### config.mk
export PLATFORM = sky130hd
export DESIGN_NAME = block_interrupt_aggregator
export DESIGN_NICKNAME = d
export VERILOG_FILES = /design/src/shared/blkirq_pkg.sv /design/src/hw/block_interrupt_aggregator.sv
export VERILOG_INCLUDE_DIRS = /design/src /design/src/shared
export SDC_FILE = /design/constraint.sdc
export NUM_CORES = 1
export LEC_CHECK = 0
export BUFFER_PORTS_ARGS = -buffer_cell sky130_fd_sc_hd__buf_2
export CORE_MARGIN = 4
export CORE_UTILIZATION = 47
export DETAILED_ROUTE_END_ITERATION = 12
export HOLD_SLACK_MARGIN = 0.1
export PLACE_DENSITY = 0.81
export SYNTH_ARGS = -nofsm -noshare
export SYNTH_HDL_FRONTEND = slang
export SYNTH_SLANG_ARGS = --single-unit
### constraint.sdc
create_clock -name CLK -period 1.4 [get_ports CLK]
set_input_delay 0.21 -clock CLK [delete_from_list [all_inputs] [get_ports CLK]]
set_output_delay 0.21 -clock CLK [all_outputs]
set_load 0.02 [all_outputs]
### src/shared/blkirq_defines.svh
/*
 * Register offsets, bit positions, reset values and address constants
 * for the block interrupt aggregator.
 * Assumes a 16-bit byte address bus with one register per address.
 */
`ifndef BLKIRQ_DEFINES_SVH
`define BLKIRQ_DEFINES_SVH

// ****************************************************************
// Own registers
// ****************************************************************
`define BIRQ_STATUS_ADDR  16'h0b00
`define BIRQ_ENABLE_ADDR  16'h0b01
`define BIRQ_RESET_VALUE  8'h00
`define BIRQ_ENABLE_WMASK 8'h7f
`define BIRQ_STICKY_MASK  8'h4f

// ****************************************************************
// Source status registers whose reads clear a block bit
// ****************************************************************
`define FRAMER_SRC_ADDR   16'h0b04
`define SLIP_SRC_ADDR     16'h0b08
`define LOOP_SRC_ADDR     16'h0b0a
`define ALARM_SRC0_ADDR   16'h0b02
`define ALARM_SRC1_ADDR   16'h0b0e
`define ALARM_SRC2_ADDR   16'h0b40
`define LINK_SRC0_ADDR    16'h0b06
`define LINK_SRC1_ADDR    16'h0b16
`define LINK_SRC2_ADDR    16'h0b26
`define LINK_SRC3_ADDR    16'h0b10
`define LINK_SRC4_ADDR    16'h0b18
`define LINK_SRC5_ADDR    16'h0b28

// ****************************************************************
// Bit positions, shared by status and enable
// ****************************************************************
`define FRAMER_BIT        0
`define ALARM_BIT         1
`define SLIP_BIT          2
`define LINK_BIT          3
`define SECOND_BIT        4
`define CLKLOSS_BIT       5
`define LOOP_BIT          6

`endif

### src/shared/blkirq_pkg.sv
/*
 * Types for the block interrupt aggregator.
 * Assumes blkirq_defines.svh holds every numeric constant.
 */
package blkirq_pkg;

    typedef logic [15:0] addr_t;
    typedef logic [7:0]  byte_t;

    typedef struct packed {
        byte_t status;
        byte_t enable;
        byte_t rdata;
        logic  irq;
    } state_t;

endpackage

### src/hw/block_interrupt_aggregator.sv
/*
 * Block-level interrupt aggregator: block status and block enable
 * registers and the combined interrupt output.
 * Assumes every event input is already gated by its source-level enable
 * and that source status registers are read over the same register port.
 */
//
// Overview of operation
// [RULE1] Status bit 2 is set while the slip buffer block has a request.
// [RULE2] Status bit 2 clears after a read of the slip source register.
// [RULE3] Status bit 1 is set while the alarm block has a request.
// [RULE4] Status bit 1 clears after a read of an alarm source register.
// [RULE5] Status bit 0 is set while the framer block has a request.
// [RULE6] Status bit 0 clears after a read of the framer source register.
// [RULE7] Software reads the indicated source register to clear a bit.
// [RULE8] Enable bit 6 gates every loopback code interrupt.
// [RULE9] A block enable alone never raises the pin; the source must fire.
// [RULE10] Enable bit 5 gates the recovered clock loss interrupt.
// [RULE11] Enable bit 4 gates the one second interrupt.
// [RULE12] Enable bit 3 gates every link controller interrupt.
// [RULE13] Enable bits 2, 1 and 0 gate the slip, alarm and framer blocks.
// [RULE14] Status bit 6 flags loopback code, cleared by its source read.
// [RULE15] Status bit 3 flags the link block, cleared by a link read.
// [RULE16] Status bits 5 and 4 follow clock loss and one second levels.
// [RULE17] The interrupt is high while any status and enable pair is set.
`timescale 1ns/100ps

`include "blkirq_defines.svh"

module block_interrupt_aggregator (
    input  wire logic              CLK,
    input  wire logic              NRST,
    input  wire blkirq_pkg::addr_t ADDR,
    input  wire blkirq_pkg::byte_t WDATA,
    input  wire logic              WR,
    input  wire logic              RD,
    output logic [7:0]             RDATA,
    output logic                   IRQ,
    input  wire logic              FRAMER_EVT,
    input  wire logic              ALARM_EVT,
    input  wire logic              SLIP_EVT,
    input  wire logic              LINK_EVT,
    input  wire logic              SECOND_TICK_LVL,
    input  wire logic              CLK_LOSS_LVL,
    input  wire logic              LOOP_CODE_EVT
);
    import blkirq_pkg::*;

    // ************************************************************
    // State
    // ************************************************************
    state_t state_r;
    state_t state_nxt;
    byte_t  set_vec;
    byte_t  clr_vec;

    // ************************************************************
    // Next-state logic
    // ************************************************************
    always_comb begin
        set_vec = 8'h00;
        clr_vec = 8'h00;
        if (RD) begin
            case (ADDR)
                `FRAMER_SRC_ADDR: begin
                    clr_vec[`FRAMER_BIT] = 1'b1; // RULE6
                end
                `SLIP_SRC_ADDR: begin
                    clr_vec[`SLIP_BIT] = 1'b1; // RULE2
                end
                `LOOP_SRC_ADDR: begin
                    clr_vec[`LOOP_BIT] = 1'b1; // RULE14
                end
                `ALARM_SRC0_ADDR, `ALARM_SRC1_ADDR,
                `ALARM_SRC2_ADDR: begin
                    clr_vec[`ALARM_BIT] = 1'b1; // RULE4
                end
                `LINK_SRC0_ADDR, `LINK_SRC1_ADDR, `LINK_SRC2_ADDR,
                `LINK_SRC3_ADDR, `LINK_SRC4_ADDR,
                `LINK_SRC5_ADDR: begin
                    clr_vec[`LINK_BIT] = 1'b1; // RULE15
                end
                default: begin
                    clr_vec = 8'h00;
                end
            endcase
        end

        set_vec[`FRAMER_BIT] = FRAMER_EVT; // RULE5
        set_vec[`ALARM_BIT]  = ALARM_EVT; // RULE3
        set_vec[`SLIP_BIT]   = SLIP_EVT; // RULE1
        set_vec[`LINK_BIT]   = LINK_EVT; // RULE15
        set_vec[`LOOP_BIT]   = LOOP_CODE_EVT; // RULE14

        state_nxt = state_r;

        // The set term is applied last so that an event arriving in the
        // very cycle of the clearing read is kept, not lost.
        state_nxt.status = ((state_r.status & ~clr_vec) | set_vec)
                           & `BIRQ_STICKY_MASK;

        // These two are live conditions of the receive framer, so they
        // follow the level rather than latching.
        state_nxt.status[`CLKLOSS_BIT] = CLK_LOSS_LVL; // RULE16
        state_nxt.status[`SECOND_BIT]  = SECOND_TICK_LVL; // RULE16

        if (WR && (ADDR == `BIRQ_ENABLE_ADDR)) begin
            // Bit 7 is reserved: it is never stored and reads back as 0.
            state_nxt.enable = WDATA & `BIRQ_ENABLE_WMASK; // RULE13
            state_nxt.enable[`LOOP_BIT]    = WDATA[`LOOP_BIT]; // RULE8
            state_nxt.enable[`CLKLOSS_BIT] = WDATA[`CLKLOSS_BIT]; // RULE10
            state_nxt.enable[`SECOND_BIT]  = WDATA[`SECOND_BIT]; // RULE11
            state_nxt.enable[`LINK_BIT]    = WDATA[`LINK_BIT]; // RULE12
        end

        state_nxt.rdata = 8'h00;
        if (RD) begin
            case (ADDR)
                `BIRQ_STATUS_ADDR: begin
                    state_nxt.rdata = state_r.status;
                end
                `BIRQ_ENABLE_ADDR: begin
                    state_nxt.rdata = state_r.enable;
                end
                default: begin
                    state_nxt.rdata = 8'h00;
                end
            endcase
        end

        // Events only arrive once the source level let them through,
        // so a set enable with no source event leaves the pin low.
        // RULE9
        state_nxt.irq = |(state_nxt.status & state_nxt.enable); // RULE17
    end

    // ************************************************************
    // Registers
    // ************************************************************
    always_ff @(posedge CLK or negedge NRST) begin
        if (!NRST) begin
            state_r.status <= `BIRQ_RESET_VALUE;
            state_r.enable <= `BIRQ_RESET_VALUE;
            state_r.rdata  <= 8'h00;
            state_r.irq    <= 1'b0;
        end else begin
            state_r <= state_nxt;
        end
    end

    assign RDATA = state_r.rdata;
    assign IRQ   = state_r.irq;
endmodule

# [Word-level counts from Yosys, hierarchy flattened]
# Cells that the tools add are included.
[classes] reduce_logical=4 muxes=9 eq_ne=14 n_bitwise=4
[op_table] op="equality test 16 x 12 -> 1 bit, second input constant" n=14
[op_table] op="2-to-1 mux 8 bit" n=2
[op_table] op="one-hot mux 8 bit (2 select lines)" n=1
[op_table] op="AND 7 x 8 -> 8 bit" n=1
[op_table] op="OR reduction 8 bit" n=1
[op_table] op="AND 7 bit" n=1
[op_table] op="2-to-1 mux 7 bit" n=1
[op_table] op="NOT 7 bit" n=1
[op_table] op="OR 7 bit" n=1
[op_table] op="OR reduction 6 bit" n=1
[op_table] op="2-to-1 mux 1 bit" n=5
[op_table] op="OR reduction 3 bit" n=1
[op_table] op="logical AND 1 bit" n=1
[word_totals] elab_cells=35 reg_bits=24 output_inout_bits=9

# [Logic depth before layout (Yosys ltp)]
# Gate-level depths: netlist of run 1.
[logic_depth] word_depth=9 ltp_mapped=7 mapped_depth_nobuf=6

# [Worst setup path before layout of run 1]
# Ideal clock, no wire load.
[synth_timing] kind="input -> register" startpoint="input ADDR[13]" endpoint="register state_r (netlist bit IRQ)" path_stages=6 setup_slack_ps=-612 path_buffers=0 t_arrival_ps=1881 required_ps=1269 path_cell_list="or4_4 > nor4_4 > nand4b_1 > a21o_1 > a22o_1 > or3_1"
[synth_rtl] item="start, declared" line_no="block_interrupt_aggregator.sv:33" rtl="input wire blkirq_pkg::addr_t ADDR,"
[synth_rtl] item="end signal, assigned" line_no="block_interrupt_aggregator.sv:147" rtl="state_r <= state_nxt;"
[synth_rtl] item="end, declared" line_no="block_interrupt_aggregator.sv:52" rtl="state_t state_r;"

==> impl_metrics.json, run 1 <==
{
  "status": "finished, violations left",
  "violations": "negative setup slack",
  "h-tree-depth": 1,
  "stdcell_area_um2": 1640,
  "fin_crit_ps": 1880,
  "grt_pass1_vias": 1049,
  "io_pins": 44,
  "start_util": 0.507,
  "vias_per_cell": 5.24,
  "num_vias": 985,
  "critPathArrivalTime_ps": 2060,
  "p_leak_nw": 0.815,
  "syn_area_um2": 1140,
  "portBuffers": 41,
  "startpoint_type": "primary input",
  "clkLatencyLatePin_ps": 300,
  "cts_buffers": 3,
  "wl_per_cell_um": 14.8,
  "die_w_um": 57.3,
  "num_rows": 17,
  "synth_warnings": 0,
  "regArea_um2": 551,
  "synth-edff-count": 0,
  "overflow": 0,
  "powerDensity_nw_per_um2": 707,
  "finalWeightedCongestion": 0.825,
  "synthFlopType": "dfrtp_1",
  "grt_usage": 0.180,
  "ys_ff_latch": 22,
  "nets": 196,
  "root_buffer": "clkbuf_4",
  "drv_cap": 0,
  "placed_cells": 179,
  "slew_viol_final": 0,
  "finalCritPeriodShare": 1.34,
  "clock_sinks": 22,
  "first_pass_iters": 4,
  "yosysUniqueCellTypes": 37,
  "worstSetupPathType": "in -> reg",
  "ir_drop_mv": 0.465,
  "path_max_fanout": 6,
  "layout_commonest_cell": "buf_2",
  "post_dp_cell_area_um2": 1480,
  "synthCells": 100,
  "multi_input_area_um2": 592,
  "rsz0062_at_grt": "yes",
  "synth_seq_area_share": 0.481,
  "fillCellCount": 186,
  "cts_tree": "yes",
  "cp.required_ps": 1580,
  "grt_pass1_wl_um": 4570,
  "final_util": 0.726,
  "syn_avg_cell_area_um2": 11.4,
  "crit_path_end_kind": "flop",
  "ys_async_sr_fraction": 1.00,
  "finalSetupViolations": 10,
  "synth_nets": 135,
  "coreArea_um2": 2250,
  "grt_max_degree": 23,
  "die_area_um2": 3290,
  "clock_path_buffers": 2,
  "stdcell_count": 188,
  "diodes": 0,
  "drive_gt1_frac": 0.569,
  "drt-total-wl_um": 2790,
  "hold_violations": 0,
  "hold_path_class": "in -> reg",
  "layout_common_cells": "buf_2, dfrtp_1, buf_4, mux2i_1, inv_1",
  "post-dp-hpwl_um": 2180,
  "clock.fmax_mhz": 532,
  "fin_skew_ps": 8.89,
  "syn_to_final_growth_pct": 43.2,
  "fin_ws_ps": -478,
  "drc_errors": 0,
  "clk_pin_slew_ps": 110,
  "finalPower_mw": 1.16,
  "ant_nets": 0,
  "die_h_um": 57.3,
  "drtIter0Drc": 11,
  "grt_antenna_before_repair": 0
}
==> layer usage <==
layer / GRT usage / share of wire / up-vias
met3: 0.0407 / 0.081 / 2
met2: 0.326 / 0.52 / 42
met5: 0 / 0 / -
met1: 0.212 / 0.39 / 468
met4: 0.0497 / 0.0079 / 0
li1: - / - / 473
==> sequential cells by signal, indices dropped and copies added (netlist names) <==
| name | flops |
|---|---|
| state_r | 14 |
| RDATA | 7 |
| IRQ | 1 |
==> final timing paths <==
check,slack [ps],endpoint,cells past startpoint,startpoint
worst max-delay path,-480,IRQ,8,ADDR[7]
worst max register to register,-30,IRQ,3,state_r[14]
worst min-delay path,100,state_r[20],3,LINK_EVT
min in group asynchronous,390,state_r[14],2,NRST
max in group asynchronous,680,RDATA[2],2,NRST
worst min register to register,530,state_r[20],2,state_r[20]
==> final cells by class <==
cell class / count / area share
Sequential cell: 22 / 0.336
Multi-Input combinational cell: 64 / 0.361
Clock buffer: 4 / 0.0222
Timing Repair Buffer: 65 / 0.248
Inverter: 5 / 0.0115
Tap cell: 28 / 0.0214
==> where the power goes <==
| group | switching [mW] | internal, mW |
|---|---|---|
| combinational | 0.0801 | 0.0910 |
| sequential | 0.00102 | 0.638 |
| clock | 0.189 | 0.159 |
| total | 0.270 | 0.888 |
==> per-stage QoR <==
| step | setup slack [ps] | hold WS [ps] | setup TNS (ps) |
|---|---|---|---|
| final | -478 | 102 | -893 |
| after global routing | -551 | 101 | -1400 |
| after CTS | -474 | 105 | -525 |
| after detailed placement | -837 | 193 | -5770 |
| after global placement | -762 | 179 | -5180 |
| after floorplan | -611 | -85.6 | -2120 |
==> critical path: stages <==
cell and delay, ps:
buf_6 90, or4bb_4 530, nor4_4 210, buf_4 180, nand4_1 130, a21oi_2 210
o221ai_2 130, or3_1 370
==> cell families after synthesis <==
kind of cell,synth area share
AO/OA/AOI/OAI,0.0810
flip-flops,0.481
buffers and inverters,0.0733
other,0.00328
AND/OR/NAND/NOR,0.240
multiplexers,0.121
==> repair_timing <==
| item | CTS | global route |
|---|---|---|
| buffers inserted | 0 | 1 |
| resized for setup | 3 | 15 |
| endpoints found under the setup margin | 3 | 12 |
| hold buffers | 3 | 1 |
| pin swaps | 11 | 3 |
| hold endpoints to repair | 24 | 1 |
==> cell usage after synthesis, types with 2 or more instances <==
cell / instances / area, um^2
nand4b_1: 4 / 35.0
nor2b_1: 2 / 12.5
a21oi_1: 2 / 10.0
a21boi_0: 2 / 15.0
o21ai_0: 2 / 10.0
mux2i_1: 9 / 90.1
a22o_1: 2 / 17.5
nand2_1: 2 / 7.51
inv_1: 5 / 18.8
dfrtp_1: 22 / 551
a21o_1: 3 / 22.5
mux2_2: 3 / 33.8
nor2_1: 8 / 30.0
nand4_1: 2 / 12.5
nand2b_1: 3 / 18.8
buf_4: 8 / 60.1
(Power assumes the default switching activity.)
==> run 2, diff against run 1 <==
--- a/config.mk
+++ b/config.mk
@@ -8,10 +8,11 @@
 export LEC_CHECK = 0
 export BUFFER_PORTS_ARGS = -buffer_cell sky130_fd_sc_hd__buf_2
 export CORE_MARGIN = 4
-export CORE_UTILIZATION = 47
+export CORE_UTILIZATION = 25
+export CTS_CLUSTER_SIZE = 28
 export DETAILED_ROUTE_END_ITERATION = 12
 export HOLD_SLACK_MARGIN = 0.1
-export PLACE_DENSITY = 0.81
+export PLACE_DENSITY = 0.5
 export SYNTH_ARGS = -nofsm -noshare
 export SYNTH_HDL_FRONTEND = slang
 export SYNTH_SLANG_ARGS = --single-unit
==> impl_metrics.json, run 2 (same netlist as run 1, synthesis figures left out) <==
{
  "grt_max_degree": 23,
  "hp-start": "FRAMER_EVT",
  "min_to": "state_r[17]",
  "grt_pass1_vias": 1063,
  "startpoint_type": "primary input",
  "largest_register_ffs": 14,
  "grt_usage": 0.107,
  "portBuffers": 41,
  "clock_path_buffers": 2,
  "clk_pin_slew_ps": 80,
  "clock.fmax_mhz": 523,
  "overflow": 0,
  "fin_ws_ps": -514,
  "p_leak_nw": 0.835,
  "path_max_fanout": 7,
  "m1WireLength_um": 1260,
  "cp.required_ps": 1550,
  "hold_violations": 0,
  "stdcell_count": 213,
  "critPathArrivalTime_ps": 2060,
  "wl_per_cell_um": 13.3,
  "worstSetupPathType": "in -> reg",
  "root_buffer": "clkbuf_8",
  "violations": "negative setup slack",
  "powerDensity_nw_per_um2": 741,
  "maxUsedRoutingLayer": "met4",
  "reg2reg_depth": 3,
  "p_clk_frac": 0.361,
  "top_register": "state_r",
  "slowest_stage": "or4bb_4",
  "post_dp_cell_area_um2": 1510,
  "fin_skew_ps": 3.59,
  "nets": 197,
  "finalWeightedCongestion": 0.775,
  "die_w_um": 75.6,
  "drtIter0Drc": 30,
  "crit_path_end_kind": "flop",
  "hold_path_class": "in -> reg",
  "hold_depth": 2,
  "drv_cap": 0,
  "pwr-share-comb": 0.134,
  "syn_to_final_growth_pct": 49.5,
  "wl_met3_um": 225,
  "start_util": 0.261,
  "vias_per_cell": 4.52,
  "grt_pass1_wl_um": 4560,
  "h-tree-depth": 1,
  "intPower_mw": 0.980,
  "io_pins": 44,
  "cp_cell_sequence": "buf_6 > or4bb_4 > nor4_4 > buf_4 > nand4b_1 > a21o_1 > a22o_1 > or3_1",
  "grt_antenna_before_repair": 0,
  "slowest_delay_ps": 540,
  "stdcell_area_um2": 1710,
  "rsz0062_at_grt": "yes",
  "drt-total-wl_um": 2840,
  "r2r_slack_ps": 60,
  "finalCritPeriodShare": 1.37,
  "die_area_um2": 5720,
  "r2r_end": "IRQ",
  "die_h_um": 75.6,
  "clock_sinks": 22,
  "layout_commonest_cell": "buf_2",
  "ant_nets": 0,
  "post-dp-hpwl_um": 2310,
  "met2RoutedLength_um": 1310,
  "placed_cells": 203,
  "totalNegativeSetupSlack_ps": -826,
  "num_vias": 963,
  "ir_drop_mv": 0.362,
  "drive_gt1_frac": 0.578,
  "fin_crit_ps": 1910,
  "cts_tree": "yes",
  "switchingPower_mw": 0.287,
  "slew_viol_final": 0,
  "num_rows": 24,
  "status": "finished, violations left",
  "first_pass_iters": 4,
  "drc_errors": 0,
  "diodes": 0,
  "seqPwrFrac": 0.504,
  "layout_common_cells": "buf_2, dfrtp_1, buf_4, mux2i_1, buf_6",
  "cts_buffers": 3,
  "clkLatencyLatePin_ps": 270,
  "r2r_start": "state_r[9]",
  "coreArea_um2": 4380,
  "switching_share": 0.226,
  "final_util": 0.390,
  "hold_ws_ps": 147,
  "finalSetupViolations": 5
}
[run 2: changes by cell type in the layout (fill, tap and decap cells not counted), sizes merged]
cell	previous run	this run
dlygate4sd3	4	3
buf	61	63
[run 2: timing repair]
item                                    CTS  global route
buffers inserted                          2             3
resized for setup                         9            13
endpoints found under the hold margin    24             0
gates cloned                              0             0
pin swaps                                 7            13
endpoints found under the setup margin   10            13
hold buffers                              3             0
[run 2: critical path, delay by kind of cell]
family	cells	cell delay (ps)
AND/OR/NAND/NOR	4	1170
AO/OA/AOI/OAI	2	410
buffers and inverters	2	270
[run 2: per-layer routing]
layer,vias up,GRT usage
met5,-,0
met4,0,0.0466
met3,4,0.0211
met2,37,0.184
met1,453,0.129
li1,469,-
[run 2: how the worst max path moves through the flow]
| stage | from | to | slack (ps) | cells past startpoint |
|---|---|---|---|---|
| 4_1_cts | ADDR[13] | IRQ | -500 | 8 |
| 3_5_place_dp | ADDR[13] | IRQ | -820 | 8 |
| 6_report | ADDR[7] | IRQ | -510 | 8 |
| 5_1_grt | ADDR[7] | IRQ | -550 | 8 |
| 2_1_floorplan | ADDR[13] | IRQ | -610 | 6 |
| 3_3_place_gp | ADDR[13] | IRQ | -800 | 8 |
[run 2: power groups by stage]
stage / clock network [mW] / logic (mW) / registers (mW)
floorplan: 0 / 0.0485 / 0.651
global placement: 0 / 0.150 / 0.651
detailed placement: 0 / 0.154 / 0.651
CTS: 0.465 / 0.165 / 0.638
global route: 0.483 / 0.188 / 0.639
finish: 0.458 / 0.170 / 0.639
[run 2: final cells by class]
class / instances / area [um^2]
sequential: 22 / 551
clock buffer: 4 / 55.1
tap: 52 / 65.1
fill: 429 / 2680
multi-input combinational: 64 / 586
timing repair buffer: 66 / 434
inverter: 5 / 18.8
[run 2: stage by stage]
| step | setup WS [ps] | total power, mW |
|---|---|---|
| 2_1_floorplan | -611 | 0.700 |
| 3_3_place_gp | -803 | 0.802 |
| 3_5_place_dp | -822 | 0.805 |
| 4_1_cts | -501 | 1.27 |
| 5_1_grt | -552 | 1.31 |
| 6_report | -514 | 1.27 |
==> run 3, diff against run 2 <==
--- a/config.mk
+++ b/config.mk
@@ -8,11 +8,12 @@
 export LEC_CHECK = 0
 export BUFFER_PORTS_ARGS = -buffer_cell sky130_fd_sc_hd__buf_2
 export CORE_MARGIN = 4
-export CORE_UTILIZATION = 25
+export CORE_UTILIZATION = 47
 export CTS_CLUSTER_SIZE = 28
 export DETAILED_ROUTE_END_ITERATION = 12
 export HOLD_SLACK_MARGIN = 0.1
-export PLACE_DENSITY = 0.5
+export PLACE_DENSITY = 0.81
 export SYNTH_ARGS = -nofsm -noshare
 export SYNTH_HDL_FRONTEND = slang
 export SYNTH_SLANG_ARGS = --single-unit
+export TNS_END_PERCENT = 1
==> impl_metrics.json, run 3 (same netlist as run 1, synthesis figures left out) <==
{
  "grt_max_degree": 23,
  "hold_violations": 0,
  "fin_skew_ps": 11.3,
  "die_w_um": 57.3,
  "top_register": "state_r",
  "ir_drop_mv": 0.759,
  "ant_nets": 0,
  "diodes": 0,
  "hold_path_class": "in -> reg",
  "drtIter0Drc": 58,
  "fin_crit_ps": 1960,
  "clock_sinks": 22,
  "status": "finished, violations left",
  "first_pass_iters": 4,
  "wl_per_cell_um": 15.3,
  "p_leak_nw": 0.843,
  "layout_common_cells": "buf_2, buf_4, dfrtp_1, nor2_2, mux2i_1",
  "cts_buffers": 3,
  "clkLatencyLatePin_ps": 310,
  "crit_path_end_kind": "flop",
  "violations": "negative setup slack",
  "critPathArrivalTime_ps": 2160,
  "finalWeightedCongestion": 0.830,
  "largest_register_ffs": 14,
  "die_h_um": 57.3,
  "die_area_um2": 3290,
  "startpoint_type": "primary input",
  "clk_pin_slew_ps": 130,
  "worstSetupPathType": "in -> reg",
  "h-tree-depth": 1,
  "slew_viol_final": 0,
  "met2RoutedLength_um": 1530,
  "slowest_delay_ps": 520,
  "clock_path_buffers": 2,
  "drt-total-wl_um": 2970,
  "drv_cap": 0,
  "drive_gt1_frac": 0.572,
  "io_pins": 44,
  "grt_pass1_wl_um": 4750,
  "wl_met3_um": 176,
  "drc_errors": 0,
  "syn_to_final_growth_pct": 45.6,
  "powerDensity_nw_per_um2": 783,
  "finalSetupViolations": 11,
  "layout_commonest_cell": "buf_2",
  "start_util": 0.507,
  "dp_slack_ps": -888,
  "overflow": 0,
  "cts_tree": "yes",
  "num_rows": 17,
  "path_max_fanout": 5,
  "slowest_stage": "or4_4",
  "finalCritPeriodShare": 1.40,
  "portBuffers": 41,
  "m1WireLength_um": 1190,
  "num_vias": 1022,
  "totalNegativeSetupSlack_ps": -1150,
  "coreArea_um2": 2250,
  "r2r_slack_ps": -10,
  "post-dp-hpwl_um": 2260,
  "fin_ws_ps": -557,
  "clock.fmax_mhz": 511,
  "grt_pass1_vias": 1073,
  "vias_per_cell": 5.27,
  "grt_usage": 0.187,
  "cp.required_ps": 1600,
  "grt_antenna_before_repair": 0,
  "maxUsedRoutingLayer": "met4",
  "cp_cell_sequence": "buf_2 > or4_4 > nor4_4 > buf_4 > nand4b_1 > a21o_1 > a22o_1 > or3_1",
  "rsz0062_at_grt": "yes",
  "root_buffer": "clkbuf_4",
  "hold_ws_ps": 139,
  "nets": 202
}
run 3: cell count changes in the layout (fill, tap and decap cells not counted), moves of 3 or more:
cell      before  now
clkbuf_8       4    0
nor2_2         4    7
buf_6          7    3
clkbuf_4       0    3
nor2_4         3    0
buf_4         18   24
run 3: timing repair:
action | in CTS | in global routing
setup endpoints to repair | 13 | 16
endpoints found under the hold margin | 26 | 0
pin swaps | 16 | 10
resized for setup | 10 | 8
buffers inserted | 1 | 1
hold buffers | 5 | 0
run 3: final timing paths:
kind | cells past startpoint | from | end
worst max-delay path | 8 | ADDR[12] | IRQ
worst min-delay path | 2 | WDATA[6] | state_r[15]
worst max register to register | 4 | state_r[13] | IRQ
worst min register to register | 1 | state_r[17] | state_r[17]
max in group asynchronous | 2 | NRST | state_r[19]
min in group asynchronous | 2 | NRST | state_r[22]
run 3: layer usage:
layer  vias up  track usage
met2        52        0.320
met4         0       0.0695
met3        12       0.0317
li1        485            -
met1       473        0.235
met5         -            0
run 3: per-stage QoR:
step / instance area [um^2] / total power [mW] / utilization / instances
floorplan: 1140 / 0.698 / - / 100
detailed placement: 1490 / 0.805 / 0.661 / 183
CTS: 1640 / 1.30 / 0.726 / 193
global placement: 1490 / 0.799 / 0.661 / 183
global route: 1670 / 1.35 / 0.739 / 194
finish: 1670 / 1.30 / 0.739 / 194
run 3: area by class of cell:
| type | count | area [um^2] |
|---|---|---|
| fillers | 157 | 589 |
| clock buffers | 3 | 22.5 |
| inverters | 5 | 18.8 |
| multi-input cells | 64 | 549 |
| clock inverters | 1 | 30.0 |
| well taps | 28 | 35.0 |
| repair buffers | 71 | 459 |
| flip-flops and latches | 22 | 551 |
run 3: critical path, delay by kind of cell:
family / cells / cell delay, ps
buffers and inverters: 2 / 310
and+or+nand+nor: 4 / 1250
AOI/OAI and AO/OA: 2 / 390
run 3: where the power goes:
group | switching [mW] | internal [mW] | leakage (nW)
clock | 0.200 | 0.289 | 0.0279
combinational | 0.0800 | 0.0947 | 0.538
sequential | 0.000794 | 0.638 | 0.277
